==> config.mk <==
export PLATFORM = sky130hd
export DESIGN_NAME = uart_extra_feature_ctrl
export DESIGN_NICKNAME = d
export VERILOG_FILES = /design/src/design/uart_xfc_pkg.sv /design/src/design/irda_pulse_shaper.sv /design/src/design/uart_extra_feature_ctrl.sv
export SDC_FILE = /design/constraint.sdc
export NUM_CORES = 1
export LEC_CHECK = 0
export BUFFER_PORTS_ARGS = -buffer_cell sky130_fd_sc_hd__buf_2
export CORE_MARGIN = 4
export CORE_UTILIZATION = 48
export CTS_CLUSTER_SIZE = 8
export DETAILED_ROUTE_END_ITERATION = 12
export PLACE_DENSITY = 0.73
export SLEW_MARGIN = 20
export SYNTH_ARGS = -nofsm -noshare
export SYNTH_HDL_FRONTEND = slang
export SYNTH_HIERARCHICAL = 1
export SYNTH_SLANG_ARGS = --single-unit
==> constraint.sdc <==
create_clock -name i_clk -period 1.95 [get_ports i_clk]
set_input_delay 0.195 -clock i_clk [delete_from_list [all_inputs] [get_ports i_clk]]
set_output_delay 0.195 -clock i_clk [all_outputs]
set_load 0.01 [all_outputs]
==> src/design/uart_xfc_pkg.sv <==
package uart_xfc_pkg;

  // register offsets on the internal register port
  localparam logic [3:0] ADDR_FLOW_STATUS = 4'h2;
  localparam logic [3:0] ADDR_SPECIAL_FUNC = 4'h7;
  localparam logic [3:0] ADDR_UNLOCK_KEY = 4'hd;
  localparam logic [3:0] ADDR_EXTRA_FEAT = 4'hf;

  // access keys
  localparam logic [7:0] LCR_SPECIAL_VALUE = 8'hbf;
  localparam logic [7:0] UNLOCK_KEY_VALUE = 8'h5a;

  // reset values
  localparam logic [7:0] EXTRA_FEAT_RESET = 8'h00;
  localparam logic [7:0] UNLOCK_KEY_RESET = 8'h00;
  localparam logic [7:0] SPECIAL_FUNC_RESET = 8'h00;

  // extra feature control fields
  localparam int EFC_IRDA_QUARTER = 7;
  localparam int EFC_RS485_INVERT = 5;
  localparam int EFC_RS485_AUTO = 4;
  localparam int EFC_TX_DISABLE = 2;
  localparam int EFC_RX_DISABLE = 1;
  localparam int EFC_NINE_BIT = 0;
  localparam logic [7:0] EFC_WRITE_MASK = 8'hb7;

  // special function field that opens the second register page
  localparam int SFR_SPECIAL_PAGE = 2;

  // infrared pulse widths in 16x sample ticks
  localparam logic [3:0] IRDA_WIDTH_316 = 4'h3;
  localparam logic [3:0] IRDA_WIDTH_QUARTER = 4'h4;

  typedef enum logic [1:0] {
    FLOW_IDLE,
    FLOW_XOFF_RCVD,
    FLOW_TX_OFF,
    FLOW_XON_RCVD
  } flow_state_t;

  // events from the software flow-control logic of the uart core
  typedef struct packed {
    logic xoff_rcvd;
    logic xon_rcvd;
    logic remote_halt;
    logic sent_halt;
    logic remote_resumed;
  } flow_events_t;

endpackage

==> src/design/irda_pulse_shaper.sv <==
`timescale 1ns/1ps
module irda_pulse_shaper
(
  input  wire logic i_clk,
  input  wire logic i_rst,
  input  wire logic i_enable,
  input  wire logic i_quarter,
  input  wire logic i_sample_tick,
  input  wire logic i_bit_start,
  input  wire logic i_tx_bit,
  output logic      o_tx
);

  logic [3:0] phase_q;
  logic [3:0] phase_d;
  logic       zero_q;
  logic       zero_d;
  logic       tx_q;
  logic       tx_d;
  logic [3:0] width;

  // a zero bit becomes a short high pulse at the start of the bit cell
  always_comb
  begin
    width = i_quarter ? uart_xfc_pkg::IRDA_WIDTH_QUARTER : uart_xfc_pkg::IRDA_WIDTH_316;
    phase_d = phase_q;
    zero_d = zero_q;
    if (i_bit_start)
    begin
      phase_d = 4'h0;
      zero_d = ~i_tx_bit;
    end
    else if (i_sample_tick && phase_q != 4'hf)
    begin
      phase_d = phase_q + 4'h1;
    end
    if (i_enable)
      tx_d = zero_d && (phase_d < width);
    else
      tx_d = i_tx_bit;
  end

  always_ff @(posedge i_clk)
  begin
    if (i_rst)
    begin
      phase_q <= 4'hf;
      zero_q <= 1'b0;
      tx_q <= 1'b1;
    end
    else
    begin
      phase_q <= phase_d;
      zero_q <= zero_d;
      tx_q <= tx_d;
    end
  end

  assign o_tx = tx_q;

endmodule

==> src/design/uart_extra_feature_ctrl.sv <==
`timescale 1ns/1ps
// What this block does
// - software reset from the gpio control area clears every channel's state here.
// - extra feature control at 0x0f only while special page bit clear; resets zero.
// - bit 7 picks infrared pulse: clear 3/16 bit, set 1/4 bit.
// - bit 5 inverts direction output; clear means low while transmitting.
// - polarity matters only when automatic direction control is on.
// - bit 4 lets the transmitter drive request-to-send; otherwise left alone.
// - bit 2 lets the current character finish, then blocks further transmission.
// - bit 1 disables reception; clearing it re-enables reception.
// - bit 0 selects nine-bit multidrop characters instead of normal eight-bit.
// - unlock key register reachable only with line control 0xbf; resets zero.
// - only key 0x5a held in the key register opens the special function register.
// - flow status readable only with line control 0xbf and page bit set.
// - status bit 1 sets once we sent xoff or dropped request-to-send.
// - status bit 0 is high while the remote end holds our transmitter off.
// - page bit set opens second page registers and hides extra feature control.
// - special function register reachable with line control 0xbf and key 0x5a.
module uart_extra_feature_ctrl
(
  input  wire logic                       i_clk,
  input  wire logic                       i_reset,
  input  wire logic                       i_soft_reset,
  input  wire logic [3:0]                 i_reg_addr,
  input  wire logic                       i_reg_wr,
  input  wire logic                       i_reg_rd,
  input  wire logic [7:0]                 i_reg_wdata,
  input  wire logic [7:0]                 i_line_control,
  input  wire uart_xfc_pkg::flow_events_t i_flow,
  input  wire logic                       i_tx_fifo_nonempty,
  input  wire logic                       i_tx_shifting,
  input  wire logic                       i_rts_n_manual,
  input  wire logic                       i_tx_bit,
  input  wire logic                       i_bit_start,
  input  wire logic                       i_sample_tick,
  input  wire logic                       i_irda_enable,
  output logic [7:0]                      o_reg_rdata,
  output logic                            o_reg_hit,
  output logic                            o_special_page,
  output logic                            o_tx_load_allow,
  output logic                            o_rx_enable,
  output logic                            o_nine_bit_mode,
  output logic                            o_rts_n,
  output logic                            o_tx_line
);

  logic                      rst;
  logic [7:0]                efc_q;
  logic [7:0]                efc_d;
  logic [7:0]                key_q;
  logic [7:0]                key_d;
  logic [7:0]                sfr_q;
  logic [7:0]                sfr_d;
  logic [7:0]                rdata_q;
  logic [7:0]                rdata_d;
  logic                      hit_q;
  logic                      hit_d;
  uart_xfc_pkg::flow_state_t flow_q;
  uart_xfc_pkg::flow_state_t flow_d;
  logic                      halt_sent_q;
  logic                      halt_sent_d;
  logic                      term_q;
  logic                      term_d;
  logic                      rts_n_q;
  logic                      rts_n_d;
  logic                      tx_allow_q;
  logic                      tx_allow_d;
  logic                      rx_en_q;
  logic                      rx_en_d;
  logic                      lcr_special;
  logic                      page;
  logic                      sel_efc;
  logic                      sel_key;
  logic                      sel_sfr;
  logic                      sel_asr;
  logic                      tx_active;

  // the gpio software reset is shared by all channels, so it clears everything
  assign rst = i_reset || i_soft_reset;

  // address decode: each register opens only in its documented access window
  always_comb
  begin
    lcr_special = (i_line_control == uart_xfc_pkg::LCR_SPECIAL_VALUE);
    page = sfr_q[uart_xfc_pkg::SFR_SPECIAL_PAGE];
    sel_efc = 1'b0;
    sel_key = 1'b0;
    sel_sfr = 1'b0;
    sel_asr = 1'b0;
    if (i_reg_addr == uart_xfc_pkg::ADDR_EXTRA_FEAT)
      sel_efc = !page;
    else if (i_reg_addr == uart_xfc_pkg::ADDR_UNLOCK_KEY)
      sel_key = lcr_special;
    else if (i_reg_addr == uart_xfc_pkg::ADDR_SPECIAL_FUNC)
      sel_sfr = lcr_special && (key_q == uart_xfc_pkg::UNLOCK_KEY_VALUE);
    else if (i_reg_addr == uart_xfc_pkg::ADDR_FLOW_STATUS)
      sel_asr = lcr_special && page;
  end

  // register writes; reserved extra feature control bits are masked to zero
  always_comb
  begin
    efc_d = efc_q;
    key_d = key_q;
    sfr_d = sfr_q;
    if (i_reg_wr && sel_efc)
      efc_d = i_reg_wdata & uart_xfc_pkg::EFC_WRITE_MASK;
    if (i_reg_wr && sel_key)
      key_d = i_reg_wdata;
    if (i_reg_wr && sel_sfr)
      sfr_d = i_reg_wdata;
    // the enables get their own flops so the outputs carry no inverter
    tx_allow_d = !efc_d[uart_xfc_pkg::EFC_TX_DISABLE];
    rx_en_d = !efc_d[uart_xfc_pkg::EFC_RX_DISABLE];
  end

  // read data is registered, one cycle after the strobe; flow status has no write path
  always_comb
  begin
    rdata_d = rdata_q;
    hit_d = 1'b0;
    if (i_reg_rd)
    begin
      hit_d = sel_efc || sel_key || sel_sfr || sel_asr;
      rdata_d = 8'h00;
      if (sel_efc)
        rdata_d = efc_q;
      else if (sel_key)
        rdata_d = key_q;
      else if (sel_sfr)
        rdata_d = sfr_q;
      else if (sel_asr)
        rdata_d = {2'b00, flow_q, 2'b00, halt_sent_q, term_q};
    end
  end

  // software flow-control state as seen by the status register
  always_comb
  begin
    flow_d = flow_q;
    case (flow_q)
      uart_xfc_pkg::FLOW_IDLE:
        if (i_flow.xoff_rcvd)
          flow_d = uart_xfc_pkg::FLOW_XOFF_RCVD;
      uart_xfc_pkg::FLOW_XOFF_RCVD:
        if (i_flow.xon_rcvd)
          flow_d = uart_xfc_pkg::FLOW_XON_RCVD;
        else if (i_flow.remote_halt)
          flow_d = uart_xfc_pkg::FLOW_TX_OFF;
      uart_xfc_pkg::FLOW_TX_OFF:
        if (i_flow.xon_rcvd)
          flow_d = uart_xfc_pkg::FLOW_XON_RCVD;
      uart_xfc_pkg::FLOW_XON_RCVD:
        if (i_flow.xoff_rcvd)
          flow_d = uart_xfc_pkg::FLOW_XOFF_RCVD;
        else if (!i_flow.remote_halt)
          flow_d = uart_xfc_pkg::FLOW_IDLE;
      default:
        flow_d = uart_xfc_pkg::FLOW_IDLE;
    endcase
    // set beats clear so a halt in the resume cycle is not lost
    halt_sent_d = i_flow.sent_halt || (halt_sent_q && !i_flow.remote_resumed);
    term_d = i_flow.remote_halt;
  end

  // direction output: active until the shifter has sent its last stop bit
  always_comb
  begin
    tx_active = i_tx_shifting || (i_tx_fifo_nonempty && !efc_q[uart_xfc_pkg::EFC_TX_DISABLE]);
    if (efc_q[uart_xfc_pkg::EFC_RS485_AUTO])
      rts_n_d = tx_active ~^ efc_q[uart_xfc_pkg::EFC_RS485_INVERT];
    else
      rts_n_d = i_rts_n_manual;
  end

  always_ff @(posedge i_clk)
  begin
    if (rst)
    begin
      efc_q <= uart_xfc_pkg::EXTRA_FEAT_RESET;
      key_q <= uart_xfc_pkg::UNLOCK_KEY_RESET;
      sfr_q <= uart_xfc_pkg::SPECIAL_FUNC_RESET;
      rdata_q <= 8'h00;
      hit_q <= 1'b0;
      flow_q <= uart_xfc_pkg::FLOW_IDLE;
      halt_sent_q <= 1'b0;
      term_q <= 1'b0;
      rts_n_q <= 1'b1;
      tx_allow_q <= 1'b1;
      rx_en_q <= 1'b1;
    end
    else
    begin
      efc_q <= efc_d;
      key_q <= key_d;
      sfr_q <= sfr_d;
      rdata_q <= rdata_d;
      hit_q <= hit_d;
      flow_q <= flow_d;
      halt_sent_q <= halt_sent_d;
      term_q <= term_d;
      rts_n_q <= rts_n_d;
      tx_allow_q <= tx_allow_d;
      rx_en_q <= rx_en_d;
    end
  end

  // infrared encoder sits on the serial output
  irda_pulse_shaper u_irda
  (
    .i_clk         (i_clk),
    .i_rst         (rst),
    .i_enable      (i_irda_enable),
    .i_quarter     (efc_q[uart_xfc_pkg::EFC_IRDA_QUARTER]),
    .i_sample_tick (i_sample_tick),
    .i_bit_start   (i_bit_start),
    .i_tx_bit      (i_tx_bit),
    .o_tx          (o_tx_line)
  );

  // mode controls come straight from flops: register bits, the two enables from their own flops
  assign o_reg_rdata = rdata_q;
  assign o_reg_hit = hit_q;
  assign o_special_page = sfr_q[uart_xfc_pkg::SFR_SPECIAL_PAGE];
  assign o_tx_load_allow = tx_allow_q;
  assign o_rx_enable = rx_en_q;
  assign o_nine_bit_mode = efc_q[uart_xfc_pkg::EFC_NINE_BIT];
  assign o_rts_n = rts_n_q;
endmodule

Word-level counts from Yosys, hierarchy flattened
Cells that the tools add are included.

word-level totals
  register bits after elaboration = 44

operators by class
  add/subtract/negate cells = 1
  reduce and logical (&&, ||, !) cells = 23
  muxes and demuxes = 28
  equal/unequal tests = 14
  bitwise logic cells = 3
  order comparisons = 1

operators with widths
  kind                   number
  $mux W8                3
  $mux W1                13
  $mux W2                6
  $logic_and A1 B1 Y1    9
  $eq A4 B4 Y1 const B   2
  $eq A8 B7 Y1 const B   1
  $eq A8 B8 Y1 const B   1
  $mux W4                2
  $pmux W2 S4            1
  $logic_or A1 B1 Y1     6
  $mux W3                2
  $mux W6                1
  $ne A3 B3 Y1 const B   2
  $logic_not A1 Y1       5
  $add A4 B1 Y4 const B  1
  $eq A2 B2 Y1 const B   2
  $eq A4 B2 Y1 const B   1
  $eq A4 B3 Y1 const B   1
  $lt A4 B4 Y1           1
  $ne A2 B2 Y1 const B   2
  $ne A4 B4 Y1 const B   1
  $reduce_and A4 Y1      1
  $eq A2 B1 Y1 const B   1
  $logic_not A2 Y1       1
  3 further kinds        4

Longest topological paths before layout
Gate-level depths: netlist of run 1.

  word-level depth = 10
  depth in mapped cells = 10
  gate-level depth less buffers = 10

By module
The synthesis of run 1 kept the hierarchy.

by module, submodules not included
  module                   area each (um^2)  cells an instance  times used  seq. area each (um^2)
  uart_extra_feature_ctrl  1840.5            212                1           760.7
  irda_pulse_shaper        379.1             41                 1           120.1

Least setup slack after synthesis of run 1
No wires, ideal clock.

  path type = register -> register
  start point = reg u_irda.phase_q[0]
  end point = reg u_irda.tx_q (netlist: u_irda/o_tx)
  slack = -119 ps
  arrival time = 1974 ps
  buffers on the path = 0
  period minus slack after synthesis = 2069 ps
  cell stages (with the launch flop) = 10
  setup time = 96 ps
  cells stage by stage = dfxtp_1 ha_1 nand3_2 nand2_1 mux2i_1 nor2_1 ha_1 and4_4 o31a_1 o41ai_2

on the way
  longest elaborated chain between the ends = 7
  elaborated cells between the ends (all ways) = 8
  classes of those cells = 1 x add/sub; 1 x order compare; 1 x eq/ne; 3 x mux; 2 x reduce/logical

RTL lines
  item                                                   line                     text
  from (decl)                                            irda_pulse_shaper.sv:14  logic [3:0] phase_q;
  from (signal assigned)                                 irda_pulse_shaper.sv:53  phase_q <= phase_d;
  branches (longest 2 deep; another with $add A4 B1 Y4)  n/a
  $mux W4 *                                              irda_pulse_shaper.sv:33  else if (i_sample_tick && phase_q != 4'hf)
  $mux W4 *                                              irda_pulse_shaper.sv:28  if (i_bit_start)
  named net u_irda.phase_d[1]                            irda_pulse_shaper.sv:15  logic [3:0] phase_d;
  $lt A4 B4 Y1 *                                         irda_pulse_shaper.sv:38  tx_d = zero_d && (phase_d < width);
  $logic_and A1 B1 Y1 *                                  irda_pulse_shaper.sv:38
  $mux W1 *                                              irda_pulse_shaper.sv:37  if (i_enable)
  to (signal assigned)                                   irda_pulse_shaper.sv:55  tx_q <= tx_d;
  to (decl)                                              irda_pulse_shaper.sv:18  logic tx_q;

Mark *: on every way through the listed nets, which the timed path passes.
A chain may end at the register's enable or synchronous reset.

Worst setup path after layout of run 1
  start point = reg u_irda.phase_q[1]
  end point = reg u_irda.tx_q (netlist: u_irda/o_tx)

The elaborated chain is that of the path after synthesis.

==> results of run 1 <==
## registers in the layout, summed over array words and instances (netlist names), 2 cells and up
name and flops:
efc_q 6, u_irda/phase_q 4, o_reg_rdata 8, flow_q 2, sfr_q 8, key_q 8
## synthesized netlist by cell type, types with 2 or more instances
cell type	n	area, sq um
nand3_1	23	115
dfxtp_1	44	881
clkbuf_1	6	22.5
a22oi_1	2	15.0
nand3_2	2	20.0
a221oi_1	4	35.0
buf_2	3	15.0
and2_1	2	12.5
nand4_1	3	18.8
o21bai_1	4	30.0
nor2_1	10	37.5
nand2_1	31	116
nor3_1	2	10.0
ha_1	8	100
or2_2	2	12.5
nand2b_1	9	56.3
a211o_1	2	17.5
buf_4	3	22.5
mux2i_1	12	120
a21oi_1	16	80.1
or3b_1	2	17.5
a31o_2	2	17.5
a211oi_1	2	15.0
a32oi_1	2	17.5
inv_1	9	33.8
o21ai_0	17	85.1
xor2_1	2	17.5
nor2b_1	5	31.3
a31oi_1	4	25.0
## layer usage
metal  wire (microns)  track usage [%]
met5                0                0
met4               59             5.52
met3              240             3.55
met2             2380             29.4
met1             2580             26.0
## cells by family after synthesis
group | Yosys count
simple gates | 101
mux | 12
fa+ha+maj | 8
compound gates | 62
buf+inv | 24
flops | 44
xor+xnor | 2
## repair_timing
item,4_1_cts,5_1_grt
pin swaps,4,0
gates resized for setup,1,0
setup buffers,2,0
setup endpoints to repair,1,1
## power by group through the flow
stage	Sequential (W)	Combinational, W	Clock (W)
6_report	0.000924	0.000215	0.000583
5_1_grt	0.000926	0.000240	0.000641
4_1_cts	0.000924	0.000215	0.000592
3_3_place_gp	0.000945	0.000201	0
3_5_place_dp	0.000945	0.000206	0
2_1_floorplan	0.000946	0.000115	0
## area by class of cell
class                   count  area share (%)
clock inverters             2           0.374
inverters                  10            1.40
well taps                  52            2.43
multi-input cells         185            46.7
repair buffers             63            12.9
flip-flops and latches     44            33.1
clock buffers               6            3.09
## per-stage QoR
step,area [sq um],instances,hold WS (ps)
final,2670,362,115
after global routing,2670,362,124
after CTS,2670,362,115
after detailed placement,2560,352,420
after global placement,2560,352,406
after floorplan,2240,253,312
## worst paths after layout
path | to | start
max reg2reg | u_irda/o_tx | u_irda/phase_q[1]
min | halt_sent_q | i_flow[1]
min reg2reg | o_reg_rdata[3] | o_reg_rdata[3]
max | u_irda/o_tx | u_irda/phase_q[1]
## critical path, delay by kind of cell, from the launching register on
family                   cells  cell delay [ps]
AO/OA/AOI/OAI                2              470
AND/OR/NAND/NOR              4              400
multiplexers                 1              240
adder cells (fa/ha/maj)      2              470
flip-flops                   1              360
==> flow_metrics.env, run 1 <==
export IMPL_power_density_nw_per_um2=644
export IMPL_synth_compound_area_share_pct=18.2
export IMPL_drt_iter0_drc=108
export IMPL_io_buffers=51
export IMPL_pre_cts_ws_ps=-67.7
export IMPL_relSlewSlack_pct=56.3
export IMPL_start_util_pct=50.3
export IMPL_postCtsHoldBufs=0
export IMPL_clkPwrFrac_pct=33.9
export IMPL_die_w_microns=76
export IMPL_crit_type="flop to flop"
export IMPL_fill_cells=429
export IMPL_gp_congestion=0.802
export IMPL_drv_slew=0
export IMPL_critical_path_required_ps=2150
export IMPL_synth_edff_count=0
export IMPL_pwr_share_comb_pct=12.5
export IMPL_final_core_util_pct=60.6
export IMPL_final_nets=354
export IMPL_dp_hpwl_microns=4030
export IMPL_regArea_sq_um=886
export IMPL_final_period_utilization_pct=104
export IMPL_min_path_cells=3
export IMPL_worstHoldPathType="input pin to flop"
export IMPL_synthArstFlopShare_pct=0
export IMPL_worst_path_max_delay_cell="dfxtp_2"
export IMPL_synth_warnings=6
export IMPL_drt_total_wl_microns=5250
export IMPL_io_pins=52
export IMPL_finalWorstSetupSlack_ps=-80.0
export IMPL_cts_tree="built"
export IMPL_synth_nets=298
export IMPL_p_sw_share_pct=24.7
export IMPL_internal_power_w=0.00130
export IMPL_core_area_sq_um=4410
export IMPL_avgViaCountPerCell=5.42
export IMPL_numCtsBuffers=5
export IMPL_final_common_cell="buf_2"
export IMPL_yosys_area_share_simple_pct=26.3
export IMPL_critPathMaxStageDelay_ps=360
export IMPL_violations="setup timing"
export IMPL_tightest_slew_ps=655
export IMPL_hold_violations=0
export IMPL_grt_overflow=0
export IMPL_syn_inst=253
export IMPL_ant_nets=0
export IMPL_p_switching_w=0.000426
export IMPL_die_area_sq_um=5780
export IMPL_vdd_drop_max_uv=424
export IMPL_cts_max_path_buffers=2
export IMPL_total_power_w=0.00172
export IMPL_setup_viol_count_final=1
export IMPL_crit_fanout=3
export IMPL_synth_area_per_cell_sq_um=8.77
export IMPL_grt_pass1_wl_microns=9110
export IMPL_muxShareOfSynthArea_pct=5.41
export IMPL_worstRegToRegCells=9
export IMPL_arrival_ps=2230
export IMPL_die_y_microns=76
export IMPL_first_pass_iters=5
export IMPL_synthToLayoutAreaGrowth_pct=20.5
export IMPL_drive_above_1_share_pct=29.4
export IMPL_synthXorXnorAreaFrac_pct=0.789
export IMPL_leakagePower_nw=1.13
export IMPL_root_buffer="clkbuf_8"
export IMPL_ys_seq_elements=44
export IMPL_htreeDepth=2
export IMPL_antenna_found_initial=0
export IMPL_grt_usage_pct=18.7
export IMPL_rsz0062_at_grt="true"
export IMPL_post_drt_wl_per_cell_microns=14.5
export IMPL_synth_fa_ha_area_share_pct=4.51
export IMPL_ys_types=49
export IMPL_grt_pass1_vias=1974
export IMPL_path_cells="ha_4, nand3_2, nand2_2, mux2i_2, nor2_1, ha_1, and4_4, o31a_1, o41ai_2"
export IMPL_synthFlopType="dfxtp_1"
export IMPL_ys_seq_area_share_pct=39.7
export IMPL_cts_clk_slew_worst_paths_ps=80
export IMPL_synth_area_sq_um=2220
export IMPL_num_rows=24
export IMPL_vias=1961
export IMPL_mostFrequentLayoutCells="buf_2 (51), dfxtp_1 (42), nand2_1 (30)"
export IMPL_cts_sinks=44
export IMPL_fmax_ghz=0.493
export IMPL_cp_start_kind="flop"
export IMPL_r2r_setup_slack_ps=-80
export IMPL_multiInputGateArea_sq_um=1250
export IMPL_skew_ps=5.43
export IMPL_drc=0
export IMPL_end_kind="flop"
export IMPL_num_antenna_cells=0
export IMPL_status="complete, but fails checks"
export IMPL_setup_tns_ps=-80.0
export IMPL_final_min_clock_period_ps=2030
export IMPL_synth_top_family_by_area="simple AND/OR/NAND/NOR gates"
export IMPL_max_cap_viol_count=0
export IMPL_pwr_share_seq_pct=53.6
export IMPL_grt_max_degree=43
export IMPL_clk_latency_ps=290
No activity file was read; power rests on OpenSTA's default activity.
==> inputs of run 2 (changes only) <==
--- a/config.mk
+++ b/config.mk
@@ -5,6 +5,7 @@
 export SDC_FILE = /design/constraint.sdc
 export NUM_CORES = 1
 export LEC_CHECK = 0
+export ABC_AREA = 1
 export BUFFER_PORTS_ARGS = -buffer_cell sky130_fd_sc_hd__buf_2
 export CORE_MARGIN = 4
 export CORE_UTILIZATION = 48
==> run 2 against run 1 <==
Effect of this change:
- the flow now finishes without violations
- clock power is 19% higher
- worst setup slack improved by 210 ps
- combinational power down 7%
- synthesized cell count rose by 26%
- global-route usage fell by 0.65 points
- power is 5.6% higher
- flip-flop and latch count did not move
- critical endpoint unchanged
- register-to-register slack improved by 210 ps
- worst hold slack got worse by 12 ps
- cell count is 17% higher
- first-iteration DRC count grew 41%
==> flow_metrics.env, run 2 <==
export IMPL_final_period_utilization_pct=93.1
export IMPL_syn_inst=319
export IMPL_vdd_drop_max_uv=509
export IMPL_pwr_share_seq_pct=51.0
export IMPL_status="finished, final reports clean"
export IMPL_ys_seq_area_share_pct=38.5
export IMPL_cts_max_path_buffers=2
export IMPL_drt_iter0_drc=152
export IMPL_p_sw_share_pct=24.4
export IMPL_grt_overflow=0
export IMPL_root_buffer="clkbuf_8"
export IMPL_regArea_sq_um=881
export IMPL_critical_path_required_ps=2190
export IMPL_synthFlopType="dfxtp_1"
export IMPL_pwr_share_comb_pct=11.0
export IMPL_cts_sinks=44
export IMPL_max_cap_viol_count=0
export IMPL_vias=2145
export IMPL_synth_edff_count=0
export IMPL_fmax_ghz=0.551
export IMPL_mostFrequentLayoutCells="nand2_1 (63), buf_2 (51), dfxtp_1 (44)"
export IMPL_worstRegToRegCells=12
export IMPL_synthXorXnorAreaFrac_pct=0.766
export IMPL_drive_above_1_share_pct=22.8
export IMPL_power_density_nw_per_um2=677
export IMPL_tightest_slew_ps=575
export IMPL_relSlewSlack_pct=61.4
export IMPL_numCtsBuffers=5
export IMPL_die_w_microns=77.0
export IMPL_grt_pass1_vias=1951
export IMPL_cp_start_kind="flop"
export IMPL_die_y_microns=77.0
export IMPL_clkPwrFrac_pct=38.0
export IMPL_fill_cells=426
export IMPL_ant_nets=0
export IMPL_skew_ps=7.31
export IMPL_final_core_util_pct=60.0
export IMPL_yosys_area_share_simple_pct=29.7
export IMPL_gp_congestion=0.813
export IMPL_core_area_sq_um=4470
export IMPL_dp_hpwl_microns=4020
export IMPL_synth_fa_ha_area_share_pct=4.38
export IMPL_io_buffers=51
export IMPL_grt_usage_pct=18.1
export IMPL_htreeDepth=2
export IMPL_rsz0062_at_grt="false"
export IMPL_synth_warnings=6
export IMPL_ys_types=35
export IMPL_arrival_ps=2060
export IMPL_final_min_clock_period_ps=1820
export IMPL_num_rows=24
export IMPL_internal_power_w=0.00137
export IMPL_cts_tree="built"
export IMPL_avgViaCountPerCell=5.05
export IMPL_leakagePower_nw=1.28
export IMPL_worstHoldPathType="input pin to flop"
export IMPL_synth_compound_area_share_pct=17.0
export IMPL_synth_nets=364
export IMPL_total_power_w=0.00182
export IMPL_synthToLayoutAreaGrowth_pct=17.5
export IMPL_min_path_cells=3
export IMPL_holdWs_ps=102
export IMPL_grt_max_degree=21
export IMPL_grt_pass1_wl_microns=8810
export IMPL_setup_viol_count_final=0
export IMPL_post_drt_wl_per_cell_microns=12.3
export IMPL_min_from="i_flow[1]"
export IMPL_synth_top_family_by_area="simple AND/OR/NAND/NOR gates"
export IMPL_p_switching_w=0.000444
export IMPL_cts_clk_slew_worst_paths_ps=80
export IMPL_start_util_pct=51.1
export IMPL_die_area_sq_um=5930
export IMPL_synth_area_sq_um=2290
export IMPL_io_pins=52
export IMPL_drt_total_wl_microns=5220
export IMPL_synthArstFlopShare_pct=0
export IMPL_antenna_found_initial=0
export IMPL_final_nets=417
export IMPL_crit_fanout=4
export IMPL_pre_cts_ws_ps=135
export IMPL_synth_top_area_share_pct=38.5
export IMPL_setup_tns_ps=0
export IMPL_synthTopCellsByCount="nand2_1 (63), dfxtp_1 (44), inv_1 (42)"
export IMPL_synth_area_leaders="dfxtp_1 (39%), nand2_1 (10%), inv_1 (6.9%), a21oi_1 (5.9%), o21ai_0 (5.7%)"
export IMPL_crit_type="flop to flop"
export IMPL_crit_start="u_irda/phase_q[0]"
export IMPL_num_antenna_cells=0
export IMPL_yosysTopAreaCell="dfxtp_1"
export IMPL_end_kind="flop"
export IMPL_drc=0
export IMPL_ys_seq_elements=44
export IMPL_hold_violations=0
export IMPL_first_pass_iters=4
export IMPL_muxShareOfSynthArea_pct=0
export IMPL_final_common_cell="nand2_1"
export IMPL_worstReg2RegStart="u_irda/phase_q[0]"
export IMPL_clk_latency_ps=300
export IMPL_drv_slew=0
export IMPL_multiInputGateArea_sq_um=1190
export IMPL_synth_most_common_cell="nand2_1"
export IMPL_synth_area_per_cell_sq_um=7.17
export IMPL_finalWorstSetupSlack_ps=135
export IMPL_postCtsHoldBufs=0
## run 2: changes by cell type after synthesis, moves of 11 or more
cell / delta
inv_1: +33
a21oi_1: +11
nand2_1: +32
mux2i_1: -12
nor2_1: +22
## run 2: per-stage QoR
stage | instance area [sq um] | std cells
2_1_floorplan | 2290 | 319
4_1_cts | 2680 | 425
6_report | 2690 | 425
3_3_place_gp | 2570 | 417
5_1_grt | 2690 | 425
3_5_place_dp | 2570 | 417
## run 2: what timing repair did
action                                  in CTS  in global routing
resized for setup                            0                  1
endpoints found under the setup margin       0                  1
hold endpoints to repair                     0                  0
setup buffers                                0                  0
## run 2: cells by family after synthesis
group	Yosys count
AND/OR/NAND/NOR	144
AO/OA/AOI/OAI	69
buffers and inverters	52
flip-flops	44
adder cells (fa/ha/maj)	8
XOR/XNOR	2
## run 2: final timing paths
path | endpoint | slack [ps]
setup / recovery | u_irda/o_tx | 130
hold / removal | halt_sent_q | 100
setup reg to reg | u_irda/o_tx | 130
hold reg to reg | o_reg_rdata[6] | 460
## run 2: critical path, cell delays in order (launching register included)
cell and delay, ps:
dfxtp_1 350, ha_2 210, nand3_2 90, nand2_4 70, inv_2 70, nand3_1 70, nand2_1 90, nor2_1 50
ha_1 170, or3_1 360, a21oi_1 120, nand2_1 70, nand2_1 50
## run 2: metal layers
layer  GRT usage, %  part of all wire (%)
met5              0                     0
met4           4.27                  0.84
met3           4.22                   6.1
met2           29.3                    46
met1           24.4                    47
## run 2: power by group through the flow
stage               registers [W]  logic [W]  clock network (W)
finish                   0.000926   0.000201           0.000691
global route             0.000930   0.000229           0.000744
CTS                      0.000926   0.000201           0.000702
detailed placement       0.000948   0.000200                  0
global placement         0.000947   0.000196                  0
floorplan                0.000948   0.000119                  0
## run 2: layout make-up
cell class | instances | share of cell area [%]
Sequential cell | 44 | 32.8
Tap cell | 52 | 2.42
Clock inverter | 3 | 1.58
Clock buffer | 5 | 2.56
Inverter | 45 | 6.29
Multi-Input combinational cell | 223 | 44.3
Timing Repair Buffer | 53 | 10.1
